## config.mk

```make
export PLATFORM = sky130hd
export DESIGN_NAME = fault_status_telemetry_regs
export DESIGN_NICKNAME = d
export VERILOG_FILES = /design/src/design/fault_telemetry_pkg.sv /design/src/design/fault_status_telemetry_regs.sv
export SDC_FILE = /design/constraint.sdc
export NUM_CORES = 1
export LEC_CHECK = 0
export BUFFER_PORTS_ARGS = -buffer_cell sky130_fd_sc_hd__buf_2
export CAP_MARGIN = 20
export CELL_PAD_IN_SITES_DETAIL_PLACEMENT = 0
export CELL_PAD_IN_SITES_GLOBAL_PLACEMENT = 1
export CORE_AREA = 2 2 135 137
export DETAILED_ROUTE_END_ITERATION = 7
export DIE_AREA = 0 0 137 139
export PLACE_DENSITY = 0.75
export SKIP_CTS_REPAIR_TIMING = 1
export SLEW_MARGIN = 25
export SYNTH_ARGS = -nofsm -noshare
export SYNTH_HDL_FRONTEND = slang
export SYNTH_SLANG_ARGS = --single-unit
```

## constraint.sdc

```tcl
create_clock -name core_clk -period 3.45 [get_ports core_clk]
set_input_delay 0.345 -clock core_clk [delete_from_list [all_inputs] [get_ports core_clk]]
set_output_delay 0.345 -clock core_clk [all_outputs]
set_load 0.01 [all_outputs]
```

## src/design/fault_telemetry_pkg.sv

```systemverilog
// Constants shared by the fault status and telemetry register set
package fault_telemetry_pkg;

  // ****************************************
  // Command codes of the read port
  // ****************************************
  localparam logic [7:0] CMD_INPUT_FLAGS  = 8'h10;
  localparam logic [7:0] CMD_TEMP_FLAGS   = 8'h11;
  localparam logic [7:0] CMD_COMM_FLAGS   = 8'h12;
  localparam logic [7:0] CMD_MISC_FLAGS   = 8'h13;
  localparam logic [7:0] CMD_VENDOR_FLAGS = 8'h14;
  localparam logic [7:0] CMD_VIN          = 8'h20;
  localparam logic [7:0] CMD_IIN          = 8'h21;
  localparam logic [7:0] CMD_VCAP         = 8'h22;
  localparam logic [7:0] CMD_VOUT         = 8'h23;
  localparam logic [7:0] CMD_IOUT         = 8'h24;
  localparam logic [7:0] CMD_TEMP1        = 8'h25;
  localparam logic [7:0] CMD_TEMP2        = 8'h26;
  localparam logic [7:0] CMD_TEMP3        = 8'h27;
  localparam logic [7:0] CMD_FAN_SPEED1   = 8'h28;
  localparam logic [7:0] CMD_FAN_SPEED2   = 8'h29;
  localparam logic [7:0] CMD_FAN_VOLT1    = 8'h2A;
  localparam logic [7:0] CMD_FAN_VOLT2    = 8'h2B;
  localparam logic [7:0] CMD_DUTY         = 8'h2C;
  localparam logic [7:0] CMD_FREQ         = 8'h2D;

  // ****************************************
  // Implemented bits of each flag byte
  // ****************************************
  localparam logic [7:0] INPUT_EVT_MASK  = 8'hF6;
  localparam logic [7:0] TEMP_MASK       = 8'hF0;
  localparam logic [7:0] COMM_MASK       = 8'hFB;
  localparam logic [7:0] MISC_MASK       = 8'hFF;
  localparam logic [7:0] VENDOR_MASK     = 8'hFF;
  localparam logic [7:0] FLAGS_RESET     = 8'h00;
  localparam int         INSUFF_BIT      = 3;
  localparam int         COMM_BAD_CMD_BIT  = 7;
  localparam int         COMM_BAD_DATA_BIT = 6;

  // ****************************************
  // Output voltage format and id code mapping
  // ****************************************
  localparam logic [2:0]  VOUT_FMT_IDCODE = 3'h1;
  localparam logic [15:0] IDCODE_BASE     = 16'h0100;
  localparam logic [15:0] IDCODE_STEP     = 16'h0010;
  localparam logic [16:0] IDCODE_MAX      = 17'h000FF;
  localparam logic [15:0] WORD_ZERO     = 16'h0000;

endpackage : fault_telemetry_pkg

```

## src/design/fault_status_telemetry_regs.sv

```systemverilog
// Fault flag bytes and read-only telemetry words of a power converter
`timescale 1ns/1ps
`default_nettype none
module fault_status_telemetry_regs
  import fault_telemetry_pkg::*;
(
  input  wire logic        core_clk,
  input  wire logic        rst_n,
  input  wire logic        cmd_valid,
  input  wire logic        cmd_write,
  input  wire logic [7:0]  cmd_code,
  output logic             rsp_valid_ff,
  output logic             rsp_two_ff,
  output logic             rsp_err_ff,
  output logic [15:0]      rsp_data_ff,
  input  wire logic [7:0]  input_evt,
  input  wire logic        vin_above_on,
  input  wire logic        vin_below_off,
  input  wire logic [7:0]  temp_evt,
  input  wire logic [7:0]  comm_evt,
  input  wire logic [7:0]  misc_evt,
  input  wire logic [7:0]  vendor_evt,
  input  wire logic [7:0]  output_voltage_format_setting,
  input  wire logic [15:0] supply_voltage_reading,
  input  wire logic [15:0] supply_current_reading,
  input  wire logic [15:0] holdup_cap_voltage_reading,
  input  wire logic [15:0] output_voltage_reading,
  input  wire logic [15:0] output_current_reading,
  input  wire logic [15:0] temp_reading_one,
  input  wire logic [15:0] temp_reading_two,
  input  wire logic [15:0] temp_reading_three,
  input  wire logic [15:0] fan_speed_reading_one,
  input  wire logic [15:0] fan_speed_reading_two,
  input  wire logic [15:0] fan_supply_reading_one,
  input  wire logic [15:0] fan_supply_reading_two,
  input  wire logic [15:0] duty_cycle_reading,
  input  wire logic [15:0] switch_freq_reading,
  output logic [7:0]       input_fault_flags_ff,
  output logic [7:0]       temperature_fault_flags_ff,
  output logic [7:0]       comm_logic_fault_flags_ff,
  output logic [7:0]       misc_hardware_fault_flags_ff,
  output logic [7:0]       vendor_fault_flags_ff,
  output logic             comm_logic_summary_bit_ff,
  output logic             input_summary_bit_ff
);

  // ****************************************
  // Command decode
  // ****************************************
  logic        is_flag_cmd;
  logic        is_meas_cmd;
  logic [15:0] meas_word;
  logic [7:0]  flag_byte;
  logic        bad_cmd;
  logic        bad_data;
  logic [15:0] vout_word;

  // Sort the code into flag byte, measurement word or unknown
  always_comb begin
    is_flag_cmd = 1'b1;
    is_meas_cmd = 1'b0;
    flag_byte   = 8'h00;
    meas_word   = WORD_ZERO;
    unique case (cmd_code)
      CMD_INPUT_FLAGS:  flag_byte = input_fault_flags_ff;
      CMD_TEMP_FLAGS:   flag_byte = temperature_fault_flags_ff;
      CMD_COMM_FLAGS:   flag_byte = comm_logic_fault_flags_ff;
      CMD_MISC_FLAGS:   flag_byte = misc_hardware_fault_flags_ff;
      CMD_VENDOR_FLAGS: flag_byte = vendor_fault_flags_ff;
      default: begin
        is_flag_cmd = 1'b0;
        is_meas_cmd = 1'b1;
        unique case (cmd_code)
          CMD_VIN:        meas_word = supply_voltage_reading;
          CMD_IIN:        meas_word = supply_current_reading;
          CMD_VCAP:       meas_word = holdup_cap_voltage_reading;
          CMD_VOUT:       meas_word = vout_word;
          CMD_IOUT:       meas_word = output_current_reading;
          CMD_TEMP1:      meas_word = temp_reading_one;
          CMD_TEMP2:      meas_word = temp_reading_two;
          CMD_TEMP3:      meas_word = temp_reading_three;
          CMD_FAN_SPEED1: meas_word = fan_speed_reading_one;
          CMD_FAN_SPEED2: meas_word = fan_speed_reading_two;
          CMD_FAN_VOLT1:  meas_word = fan_supply_reading_one;
          CMD_FAN_VOLT2:  meas_word = fan_supply_reading_two;
          CMD_DUTY:       meas_word = duty_cycle_reading;
          CMD_FREQ:       meas_word = switch_freq_reading;
          default:        is_meas_cmd = 1'b0;
        endcase
      end
    endcase
  end

  // Unknown codes and any write are refused; writes cannot reach a reading
  assign bad_cmd  = cmd_valid && !is_flag_cmd && !is_meas_cmd;
  assign bad_data = cmd_valid && cmd_write && !bad_cmd;

  // ****************************************
  // Output voltage format
  // ****************************************
  logic [16:0] idc_offset;
  logic [16:0] idc_code;

  // Nearest id code: round half a step up, clamp at both ends
  always_comb begin
    idc_offset = {1'b0, output_voltage_reading} - {1'b0, IDCODE_BASE}
               + {2'b00, IDCODE_STEP[15:1]};
    if (output_voltage_reading < IDCODE_BASE) begin
      idc_code = 17'h00000;
    end else begin
      idc_code = idc_offset / {1'b0, IDCODE_STEP};
    end
    if (idc_code > IDCODE_MAX) begin
      idc_code = IDCODE_MAX;
    end
    if (output_voltage_format_setting[7:5] == VOUT_FMT_IDCODE) begin
      vout_word = {8'h00, idc_code[7:0]};
    end else begin
      vout_word = output_voltage_reading;
    end
  end

  // ****************************************
  // Response register
  // ****************************************
  // One-cycle answer; data is sampled with the request so it cannot tear
  always_ff @(posedge core_clk) begin
    if (!rst_n) begin
      rsp_valid_ff <= 1'b0;
      rsp_two_ff   <= 1'b0;
      rsp_err_ff   <= 1'b0;
      rsp_data_ff  <= WORD_ZERO;
    end else begin
      rsp_valid_ff <= cmd_valid;
      rsp_two_ff   <= cmd_valid && is_meas_cmd && !cmd_write;
      rsp_err_ff   <= bad_cmd || bad_data;
      if (cmd_valid && !cmd_write && is_meas_cmd) begin
        rsp_data_ff <= meas_word;
      end else if (cmd_valid && !cmd_write && is_flag_cmd) begin
        rsp_data_ff <= {8'h00, flag_byte};
      end else begin
        rsp_data_ff <= WORD_ZERO;
      end
    end
  end

  // ****************************************
  // Insufficient input tracking
  // ****************************************
  logic started_ff;
  logic insuff;

  // Remember that input once passed turn-on; cleared when it drops out
  always_ff @(posedge core_clk) begin
    if (!rst_n) begin
      started_ff <= 1'b0;
    end else if (vin_above_on) begin
      started_ff <= 1'b1;
    end else if (vin_below_off) begin
      started_ff <= 1'b0;
    end
  end

  // A live state rather than a sticky flag: it tracks the unit being off
  assign insuff = !started_ff || vin_below_off;

  // ****************************************
  // Sticky flag bytes
  // ****************************************
  logic [7:0] nxt_input_flags;
  logic [7:0] nxt_comm_flags;
  logic [7:0] comm_set;

  // Internal refusals merge with external comm events in one set vector
  assign comm_set = (comm_evt & COMM_MASK)
                  | ({7'h00, bad_cmd} << COMM_BAD_CMD_BIT)
                  | ({7'h00, bad_data} << COMM_BAD_DATA_BIT);

  // Flags only set here, except the insufficient-input bit, which follows insuff; clearing belongs to a block outside this one
  always_comb begin
    nxt_input_flags = (input_fault_flags_ff | input_evt) & INPUT_EVT_MASK;
    nxt_input_flags[INSUFF_BIT] = insuff;
    nxt_comm_flags = comm_logic_fault_flags_ff | comm_set;
  end

  // Per-class capture; reserved bits are masked so they read zero
  always_ff @(posedge core_clk) begin
    if (!rst_n) begin
      input_fault_flags_ff         <= FLAGS_RESET;
      temperature_fault_flags_ff   <= FLAGS_RESET;
      comm_logic_fault_flags_ff    <= FLAGS_RESET;
      misc_hardware_fault_flags_ff <= FLAGS_RESET;
      vendor_fault_flags_ff        <= FLAGS_RESET;
    end else begin
      input_fault_flags_ff         <= nxt_input_flags;
      temperature_fault_flags_ff   <= temperature_fault_flags_ff
                                      | (temp_evt & TEMP_MASK);
      comm_logic_fault_flags_ff    <= nxt_comm_flags;
      // Fan, fuse, OR-ing and unknown faults keep their bit positions
      misc_hardware_fault_flags_ff <= misc_hardware_fault_flags_ff
                                      | (misc_evt & MISC_MASK);
      vendor_fault_flags_ff        <= vendor_fault_flags_ff
                                      | (vendor_evt & VENDOR_MASK);
    end
  end

  // ****************************************
  // Summary bits
  // ****************************************
  // Built from next values so they move in step with the flag bytes
  always_ff @(posedge core_clk) begin
    if (!rst_n) begin
      comm_logic_summary_bit_ff <= 1'b0;
      input_summary_bit_ff      <= 1'b0;
    end else begin
      comm_logic_summary_bit_ff <= |nxt_comm_flags;
      input_summary_bit_ff      <= |(nxt_input_flags & ~(8'h01 << INSUFF_BIT));
    end
  end
endmodule : fault_status_telemetry_regs
`default_nettype wire

```

==> impl_results.md, run 1 <==
* Yosys top cell area share at 25.2%
* Worst Hold Class: primary input to register
* Worst reg2reg path depth at 3
* Die area at between 15000 and 20000 sq um
* Hpwl dp at 20.1 mm
* Hold violation count in the final report at 0
* Most frequent cell after synthesis: nor2_1
* Synth area leader: dfxtp_1
* Most instantiated cells after synthesis: 84 x nor2_1, 56 x dfxtp_1, 43 x nand2_1, 34 x clkbuf_1, 28 x nand3_1
* Drt wl/cell at about 22 um
* CTS Buf Count at 5
* Status: finished, final reports clean
* Clock-pin slew on the worst setup and hold paths at 0.08 ns
* Internal power at 1210 uW
* Setup Skew at ~0.0067 ns
* Routed wire length at ~25 mm
* TritonRoute pass-1 iters at 5
* Worst Tran Pin Value at 0.934 ns
* Synth Instances at 579
* Latest clock arrival within the worst-skew pair at about 0.30 ns
* Maximum VDD drop at between 200 and 250 uV
* Clock share of power at 30.5%
* DRC Markers at 0
* Vias at between 5000 and 6000
* Fin. max-slew vios at 0
* Rel. slew slack at a little under two fifths
* Setup WS post-layout at 1.15 ns
* Core area at approximately 18000 sq um
* Place WS at between 0.7 and 0.8 ns
* Final min period at ~2.3 ns
* Worst Path Arrival at approximately 2.5 ns
* Sw Share at about a third
* Worst hold margin at about 0.24 ns
* Unique cell type count in the Yosys netlist at 71
* H-tree depth at 2
* Part of the power in registers at approximately two fifths
* Hold Path Cell Cnt at 3
* FF-to-FF End: rsp_data_ff[4]
* Initial antenna violation count at 0
* Crit start category: primary input
* Final setup TNS at 0 ns
* Initial Util at 25.2%
* Fmax at 0.435 GHz
* Finish-stage setup viols at 0
* Crit path max fanout at 26
* Chip width at 137 um
* Crit share post-route at approximately 67%
* Vias in the first global route at 5925
* Die Y at roughly 140 um
* Critical path required time at ~3.6 ns
* Seq/Total Area, Yosys at 25.2%
* GP Congestion at 0.820
* Logic pwr share at 30.2%
* Diode count at 0
* Largest net degree at the start of global routing at 36
* Worst Setup Path Type: primary input to register
* Worst R2R Setup Slack at between 1.5 and 2 ns
* CTS tree: done
* Post-synth top flop: dfxtp_1
* Max-cap violations at 0
* FFs w/ async S/R, synth at 0%
* # IOs at ~350
* Port Buffers at 328
* Gr ovfl total at 0
* Number of enable flip-flop cells after synthesis at 0
* Ys Warns at 0
* Cell area after synthesis at 4440 sq um
* Hold endpoint: misc_hardware_fault_flags_ff[1]
* Syn Area/Cell at ~7.7 sq um
* Clk buf depth at 2
* Detailed Route Iter0 Violations at about 420
* Lkg Pwr at a little over 0.003 uW
* Clk sink count at 56
* Root buffer cell: clkbuf_16
* Area Growth Syn to Fin at 47.1%
* PwrDens at 274 nW/um^2
* Share of layout cells above drive strength 1 at 44.3%
* Total GRT Usage at about a quarter
* Worst setup EP type: register
* Layout Utilization at between 30% and 40%
* Vias per cell at 5.27
* Area contributors post-synth: dfxtp_1 25%, nor2_1 7.1%, mux2i_1 4.3%
* Antenna viol nets, final at 0
* Synth Register Bits at 56
* NumNets Final at roughly 1200
* Psw at approximately 590 uW
* Reg2reg start: misc_hardware_fault_flags_ff[4]
* First-pass GRT wire length at roughly 36 mm
* RSZ-0062 raised after global routing: false
* Hold Crit Start: misc_evt[1]
* Row count at approximately 50
[per-stage QoR]
| step | cell area (sq um) | total power (uW) | cells |
|---|---|---|---|
| 6_report | 6540 | 1790 | 1123 |
| 5_1_grt | 6540 | 1880 | 1123 |
| 4_1_cts | 6540 | 1800 | 1123 |
| 3_5_place_dp | 6380 | 1260 | 1115 |
| 3_3_place_gp | 6380 | 1260 | 1115 |
| 2_1_floorplan | 4460 | 955 | 584 |
[cell usage in the layout, fill, tap and decap left out, types with 4 or more instances in the layout]
cell type  netlist  routed
buf_2            6     328
nor2_1          84      84
dfxtp_1         56      56
nand2_1         43      43
nand3_1         28      28
buf_4            7      27
o21ai_0         25      25
a22oi_1         21      21
mux2i_1         19      19
nand4_1         17      17
and3_1          15      15
a31oi_1         14      14
mux2_2          14      14
nor3_1          14      14
a21oi_1         12      12
nor2b_1         12      12
a22o_1          11      11
o221ai_1        10      10
o32ai_1          9       9
a221oi_1         9       9
inv_1            8       8
nor4_1           7       7
mux4_2           7       7
a32oi_1          7       7
and3b_1          6       6
conb_1           1       6
a211oi_1         5       5
o31ai_1          5       5
o211ai_1         5       5
clkbuf_16        0       5
and2_1           4       4
nor3b_1          4       4
[worst max-delay path, stage by stage]
cell	delay, ns
buf_2	0.46
buf_4	0.31
mux2_2	0.37
a221oi_1	0.28
nor3_1	0.07
o21ai_0	0.36
buf_4	0.20
a31oi_1	0.08
[layout make-up]
class                   instances  area, sq um
multi-input cells             464         3060
clock buffers                   5          125
fillers                      1931        11100
well taps                     229          287
clock inverters                 3         27.5
inverters                       9         33.8
repair buffers                357         1880
flip-flops and latches         56         1120
[logic make-up (layout without fill, tap and decap cells)]
| kind of cell | count (synthesis) | count (layout) | synth area share, % |
|---|---|---|---|
| xor gates and xnor gates | 4 | 4 | 0.789 |
| buffers and inverters | 64 | 374 | 6.51 |
| adders and majority gates | 1 | 1 | 0.282 |
| and+or+nand+nor | 255 | 255 | 29.6 |
| AOI/OAI and AO/OA | 158 | 158 | 26.1 |
| muxes | 40 | 40 | 11.4 |
| other | 1 | 6 | 0.0844 |
| DFF | 56 | 56 | 25.2 |
[flip-flops by register name, indices dropped and copies added, names as in the netlist]
name and flops:
misc_hardware_fault_flags_ff 8, rsp_err_ff 1, input_summary_bit_ff 1, rsp_two_ff 1
comm_logic_fault_flags_ff 7, input_fault_flags_ff 7, rsp_valid_ff 1, vendor_fault_flags_ff 8
temperature_fault_flags_ff 4, started_ff 1, rsp_data_ff 16, comm_logic_summary_bit_ff 1
[layer usage]
metal / vias to the layer above / track usage, % / share of wire [%]
met4: 0 / 4.50 / 1.6
met3: 27 / 5.19 / 8.7
li1: 2833 / - / -
met1: 2777 / 31.9 / 41
met5: - / 0 / 0
met2: 284 / 43.6 / 49
[worst max path at each step]
stage,end,startpoint,slack (ns)
3_3_place_gp,rsp_data_ff[15],cmd_code[3],0.86
2_1_floorplan,rsp_data_ff[4],cmd_code[1],1.40
4_1_cts,rsp_data_ff[15],cmd_code[3],1.12
6_report,rsp_data_ff[15],cmd_code[3],1.15
3_5_place_dp,rsp_data_ff[15],cmd_code[3],0.80
5_1_grt,rsp_data_ff[15],cmd_code[3],1.01
[power by group through the flow]
stage          Sequential, uW  Combinational (uW)  Clock, uW
5_1_grt                   709                 587        586
6_report                  704                 541        547
4_1_cts                   705                 540        555
3_5_place_dp              720                 538          0
3_3_place_gp              720                 536          0
2_1_floorplan             727                 227          0
No activity file was read; power rests on OpenSTA's default activity.
==> inputs of run 2 (changes only) <==
--- a/config.mk
+++ b/config.mk
@@ -5,14 +5,15 @@
 export SDC_FILE = /design/constraint.sdc
 export NUM_CORES = 1
 export LEC_CHECK = 0
+export ABC_AREA = 1
 export BUFFER_PORTS_ARGS = -buffer_cell sky130_fd_sc_hd__buf_2
 export CAP_MARGIN = 20
 export CELL_PAD_IN_SITES_DETAIL_PLACEMENT = 0
 export CELL_PAD_IN_SITES_GLOBAL_PLACEMENT = 1
-export CORE_AREA = 2 2 135 137
+export CORE_AREA = 2 2 139 141
 export DETAILED_ROUTE_END_ITERATION = 7
-export DIE_AREA = 0 0 137 139
-export PLACE_DENSITY = 0.75
+export DIE_AREA = 0 0 141 143
+export PLACE_DENSITY = 0.77
 export SKIP_CTS_REPAIR_TIMING = 1
 export SLEW_MARGIN = 25
 export SYNTH_ARGS = -nofsm -noshare
==> constraint.sdc (replaced) <==
create_clock -name core_clk -period 2.35 [get_ports core_clk]
set_input_delay 0.235 -clock core_clk [delete_from_list [all_inputs] [get_ports core_clk]]
set_output_delay 0.235 -clock core_clk [all_outputs]
set_load 0.01 [all_outputs]
==> impl_results.md, run 2 <==
* Status: finished, final reports clean
* First-pass GRT wire length at between 30 and 40 mm
* Final setup TNS at 0 ns
* Grt met3 use at under 10%
* Critical path required time at roughly 2.6 ns
* Synth area leader: dfxtp_1
* Fin. max-slew vios at 0
* Drt wl/cell at between 15 and 20 um
* Most common cell after layout, fill and taps aside: buf_2
* CP peak stage delay at 0.71 ns
* Routing usage on met1 at between 20% and 30%
* Post-synth top flop: dfxtp_1
* M2 GR Usage at 43.8%
* FFs w/ async S/R, synth at 0%
* PwrDens at 375 nW/um^2
* DP Area at between 6000 and 7000 sq um
* Max-cap violations at 0
* Area contributors post-synth: dfxtp_1 25%, nand2_1 19%, nand3_1 19%
* Detailed Route Iter0 Violations at 330
* Routed wire length at roughly 25 mm
* DRC Markers at 0
* Clock-pin slew on the worst setup and hold paths at about 0.080 ns
* Worst setup EP type: register
* H-tree depth at 2
* Crit-path slowest cell: nor2_2
* Antenna viol nets, final at 0
* Max FFs per register at 16
* Cell area after synthesis at roughly 4600 sq um
* Area Growth Syn to Fin at 46.4%
* Share of layout cells above drive strength 1 at around a third
* Number of enable flip-flop cells after synthesis at 0
* Latest clock arrival within the worst-skew pair at ~0.31 ns
* Worst hold margin at roughly 0.12 ns
* Most instantiated cells after synthesis: 234 x nand2_1, 174 x nand3_1, 146 x nor2_1, 56 x dfxtp_1, 43 x inv_1
* Pwr Total at roughly 2500 uW
* Most frequent cell after synthesis: nand2_1
* Port Buffers at ~330
* CTS Buf Count at 5
* Initial antenna violation count at 2
* Commonest non-fill, non-tap cells in the layout: 328 x buf_2, 234 x nand2_1, 174 x nand3_1, 146 x nor2_1, 56 x dfxtp_1
* Grt peak-use layer: met2
* Worst Setup Path Type: primary input to register
* Gr ovfl total at 0
* Clk sink count at between 50 and 60
* Crit share post-route at 81.1%
* Vias per cell at between 4 and 5
* Ys Warns at 0
* Die area at approximately 20000 sq um
* CP cell instances: buf_2 -> nor2_2 -> nand2_1 -> nor2_1 -> nand2_1 -> nand4_1 -> a21oi_1 -> a21oi_1
* NumNets Final at around 1400
* Crit start category: primary input
* Clk buf depth at 2
* Syn Area/Cell at about 5.6 sq um
* Lkg Pwr at about 0.0036 uW
* Finish-stage setup viols at 0
* CTS tree: done
* Synth Register Bits at 56
* RSZ-0062 raised after global routing: false
* Largest regs: rsp_data_ff: 16 flops, misc_hardware_fault_flags_ff: 8 flops, vendor_fault_flags_ff: 8 flops
* Chip width at ~140 um
* Total GRT Usage at between 20% and 30%
* Hpwl dp at 20.8 mm
* Final instance area at 6680 sq um
* TritonRoute pass-1 iters at 4
* Synth Instances at 811
* Maximum VDD drop at about 270 uV
* Row count at 50
* Final min period at 1.91 ns
* Vias in the first global route at roughly 6400
* Largest reg by FF count: rsp_data_ff
* Core area at between 15000 and 20000 sq um
* Root buffer cell: clkbuf_16
* Place WS at around 0.15 ns
* Yosys top cell area share at 24.6%
* Fmax at approximately 0.52 GHz
* Worst Hold Class: primary input to register
* Hold violation count in the final report at 0
* Seq/Total Area, Yosys at 24.6%
* Worst Tran Pin Value at between 0.9 and 1 ns
* GP Congestion at 0.912
* Worst Path Arrival at ~2.2 ns
* Rel. slew slack at a little under 40%
* Initial Util at about a quarter
* Setup WS post-layout at between 0.4 and 0.5 ns
* Crit path max fanout at 17
* Die Y at 143 um
* Vias at approximately 6600
* Largest net degree at the start of global routing at between 40 and 50
* Unique cell type count in the Yosys netlist at 35
* Worst R2R Setup Slack at 1.24 ns
* Setup Skew at between 0.006 and 0.007 ns
* # IOs at ~350
-- run 2: final timing paths --
path                            depth (start not counted)                    startpoint                       endpoint
worst min register to register                          1                    started_ff        input_fault_flags_ff[3]
worst max-delay path                                    8                   cmd_code[0]                 rsp_data_ff[1]
worst max register to register                          4  comm_logic_fault_flags_ff[3]      comm_logic_summary_bit_ff
worst min-delay path                                    3                   temp_evt[6]  temperature_fault_flags_ff[6]
-- run 2: report_power, final --
| group | internal, uW | switching (uW) |
|---|---|---|
| Clock | 510 | 392 |
| Sequential | 996 | 44.2 |
| Combinational | 253 | 313 |
| Total | 1760 | 750 |
-- run 2: logic make-up (layout without fill, tap and decap cells) --
| kind of cell | count (synthesis) | count (layout) | share of synthesized area [%] |
|---|---|---|---|
| AND/OR/NAND/NOR | 618 | 618 | 60.4 |
| adder cells (fa/ha/maj) | 1 | 1 | 0.274 |
| buffers and inverters | 88 | 412 | 8.86 |
| AO/OA/AOI/OAI | 47 | 47 | 5.84 |
| flip-flops | 56 | 56 | 24.6 |
| other | 1 | 7 | 0.0822 |
-- run 2: per-layer routing --
layer | up-vias | share of wire [%]
met5 | - | 0.052
met4 | 2 | 3.2
met3 | 41 | 6.9
met2 | 318 | 49
met1 | 2925 | 41
li1 | 3323 | -
-- run 2: final cells by class --
cell class | count | area (sq um)
Timing Repair Buffer | 351 | 1840
Clock inverter | 2 | 38.8
Fill cell | 2166 | 11900
Inverter | 53 | 200
Tap cell | 234 | 293
Clock buffer | 6 | 129
Sequential cell | 56 | 1120
Multi-Input combinational cell | 672 | 3060
Antenna cell | 1 | 2.50
-- run 2: worst max-delay path: cells and delay by family --
kind	cells	cell delay, ns
and+or+nand+nor	5	1.56
AOI/OAI and AO/OA	2	0.22
buffers and inverters	1	0.15
-- run 2: metrics by stage --
step / util (%) / cells
6_report: 36.0 / 1375
5_1_grt: 35.9 / 1374
4_1_cts: 35.9 / 1374
3_5_place_dp: 35.0 / 1366
3_3_place_gp: 35.0 / 1366
2_1_floorplan: - / 816
==> inputs of run 3 (changes only) <==
==> constraint.sdc (replaced) <==
create_clock -name core_clk -period 1.78 [get_ports core_clk]
set_input_delay 0.178 -clock core_clk [delete_from_list [all_inputs] [get_ports core_clk]]
set_output_delay 0.178 -clock core_clk [all_outputs]
set_load 0.01 [all_outputs]
==> impl_results.md, run 3 (same netlist as run 2, synthesis figures left out) <==
* Die Y at between 100 and 150 um
* Final min period at about 1.7 ns
* H-tree depth at 2
* Drt wl/cell at between 15 and 20 um
* Largest regs: rsp_data_ff: 16 flops, misc_hardware_fault_flags_ff: 8 flops, vendor_fault_flags_ff: 8 flops
* Fin. max-slew vios at 0
* TritonRoute pass-1 iters at 5
* Area Growth Syn to Fin at 55.0%
* Crit share post-route at between 90% and 100%
* Total GRT Usage at a little under a quarter
* Status: finished, final reports clean
* Crit start category: primary input
* Worst hold margin at around 0.077 ns
* PwrDens at approximately 450 nW/um^2
* Finish-stage setup viols at 0
* Hold violation count in the final report at 0
* Hpwl dp at between 20 and 25 mm
* Most common cell after layout, fill and taps aside: buf_2
* Largest net degree at the start of global routing at 58
* Hold Crit Start: temp_evt[6]
* Vias per cell at slightly below 5
* Row count at 50
* CTS tree: done
* GP Congestion at 0.912
* Critical path required time at a little under 2 ns
* # IOs at 347
* DRC Markers at 0
* Fill cell count at about 2100
* Multi-input gate area at 3060 sq um
* Vias at ~7000
* Setup crit start: cmd_code[0]
* Fmax at just under 0.6 GHz
* NumNets Final at between 1000 and 1500
* Worst setup EP type: register
* RSZ-0062 raised after global routing: false
* Lkg Pwr at 0.00385 uW
* Antenna viol nets, final at 0
* Reg2reg start: comm_logic_fault_flags_ff[3]
* Worst Setup Path Type: primary input to register
* Core area at roughly 19000 sq um
* Clk buf depth at 2
* First-pass GRT wire length at between 30 and 40 mm
* Layout Utilization at a little under two fifths
* Max-cap violations at 0
* Max FFs per register at 16
* Worst Hold Class: primary input to register
* Worst Path Arrival at 1.87 ns
* Storage cell area at around 1100 sq um
* CTS Buf Count at 5
* Chip width at between 100 and 150 um
* Gr ovfl total at 0
* Vias in the first global route at around 6600
* Initial antenna violation count at 5
* Initial Util at ~25%
* Detailed Route Iter0 Violations at 362
* Worst Tran Pin Value at 0.510 ns
* Die area at 20200 sq um
* Rel. slew slack at about two thirds
* Setup Skew at approximately 0.0044 ns
* Port Buffers at between 300 and 400
* Share of layout cells above drive strength 1 at between 30 and 40%
* Clk sink count at between 50 and 60
* Clock-pin slew on the worst setup and hold paths at 0.08 ns
* Routed wire length at 24.9 mm
* Root buffer cell: clkbuf_16
* Crit path max fanout at 8
* Maximum VDD drop at about 400 uV
* Largest reg by FF count: rsp_data_ff
* Latest clock arrival within the worst-skew pair at about 0.3 ns
* Commonest non-fill, non-tap cells in the layout: 328 x buf_2, 234 x nand2_1, 174 x nand3_1, 146 x nor2_1, 56 x dfxtp_1
-- run 3: cell types whose count changed in the layout (fill, tap and decap cells not counted) --
| cell | before | now |
|---|---|---|
| buf_12 | 2 | 10 |
| buf_4 | 21 | 54 |
| bufinv_16 | 1 | 0 |
| clkbuf_1 | 1 | 0 |
| clkinv_2 | 1 | 2 |
| clkinvlp_4 | 0 | 1 |
| diode_2 | 1 | 4 |
-- run 3: metal layers --
| layer | up-vias | GRT usage, % | part of all wire (%) |
|---|---|---|---|
| met1 | 3009 | 27.9 | 40 |
| met3 | 44 | 5.00 | 8.0 |
| li1 | 3411 | - | - |
| met4 | 2 | 8.53 | 3.6 |
| met2 | 358 | 43.5 | 49 |
| met5 | - | 0 | 0.052 |
-- run 3: final timing paths --
path                                                 endpoint  slack, ns  cells past startpoint
worst min-delay path            temperature_fault_flags_ff[6]       0.08                      3
worst min register to register        input_fault_flags_ff[3]       0.44                      1
worst max register to register      comm_logic_summary_bit_ff       0.66                      4
worst max-delay path                          rsp_data_ff[11]       0.10                     12
-- run 3: cell type report --
class | count | area share, %
clock inverters | 3 | 0.301
diodes | 4 | 0.141
multi-input cells | 672 | 43.2
inverters | 53 | 2.83
well taps | 234 | 4.14
clock buffers | 5 | 1.77
repair buffers | 392 | 31.8
flip-flops and latches | 56 | 15.8
-- run 3: metrics by stage --
step                      setup TNS (ns)  setup slack [ns]  total power (uW)  instances  cell area (sq um)
after global placement            -0.170            -0.146              2200       1407               6920
after detailed placement          -0.257            -0.160              2200       1407               6920
after CTS                              0             0.161              3210       1415               7060
after floorplan                        0             0.289              1660        816               4580
after global routing                   0             0.113              3350       1417               7070
final                                  0             0.104              3190       1419               7070
-- run 3: power by group --
part           switching (uW)  internal (uW)  total [uW]
registers                55.8           1310        1370
logic                     425            373         798
clock network             495            526        1020
total                     976           2210        3190
-- run 3: critical path, stage by stage --
cell and delay (ns):
buf_2 0.17, inv_1 0.07, nand2_2 0.18, nor2_2 0.13, buf_4 0.19, nand3_1 0.09, nand2_1 0.05, inv_1 0.05
nand2_1 0.05, nor3_1 0.44, buf_4 0.20, a21oi_1 0.06
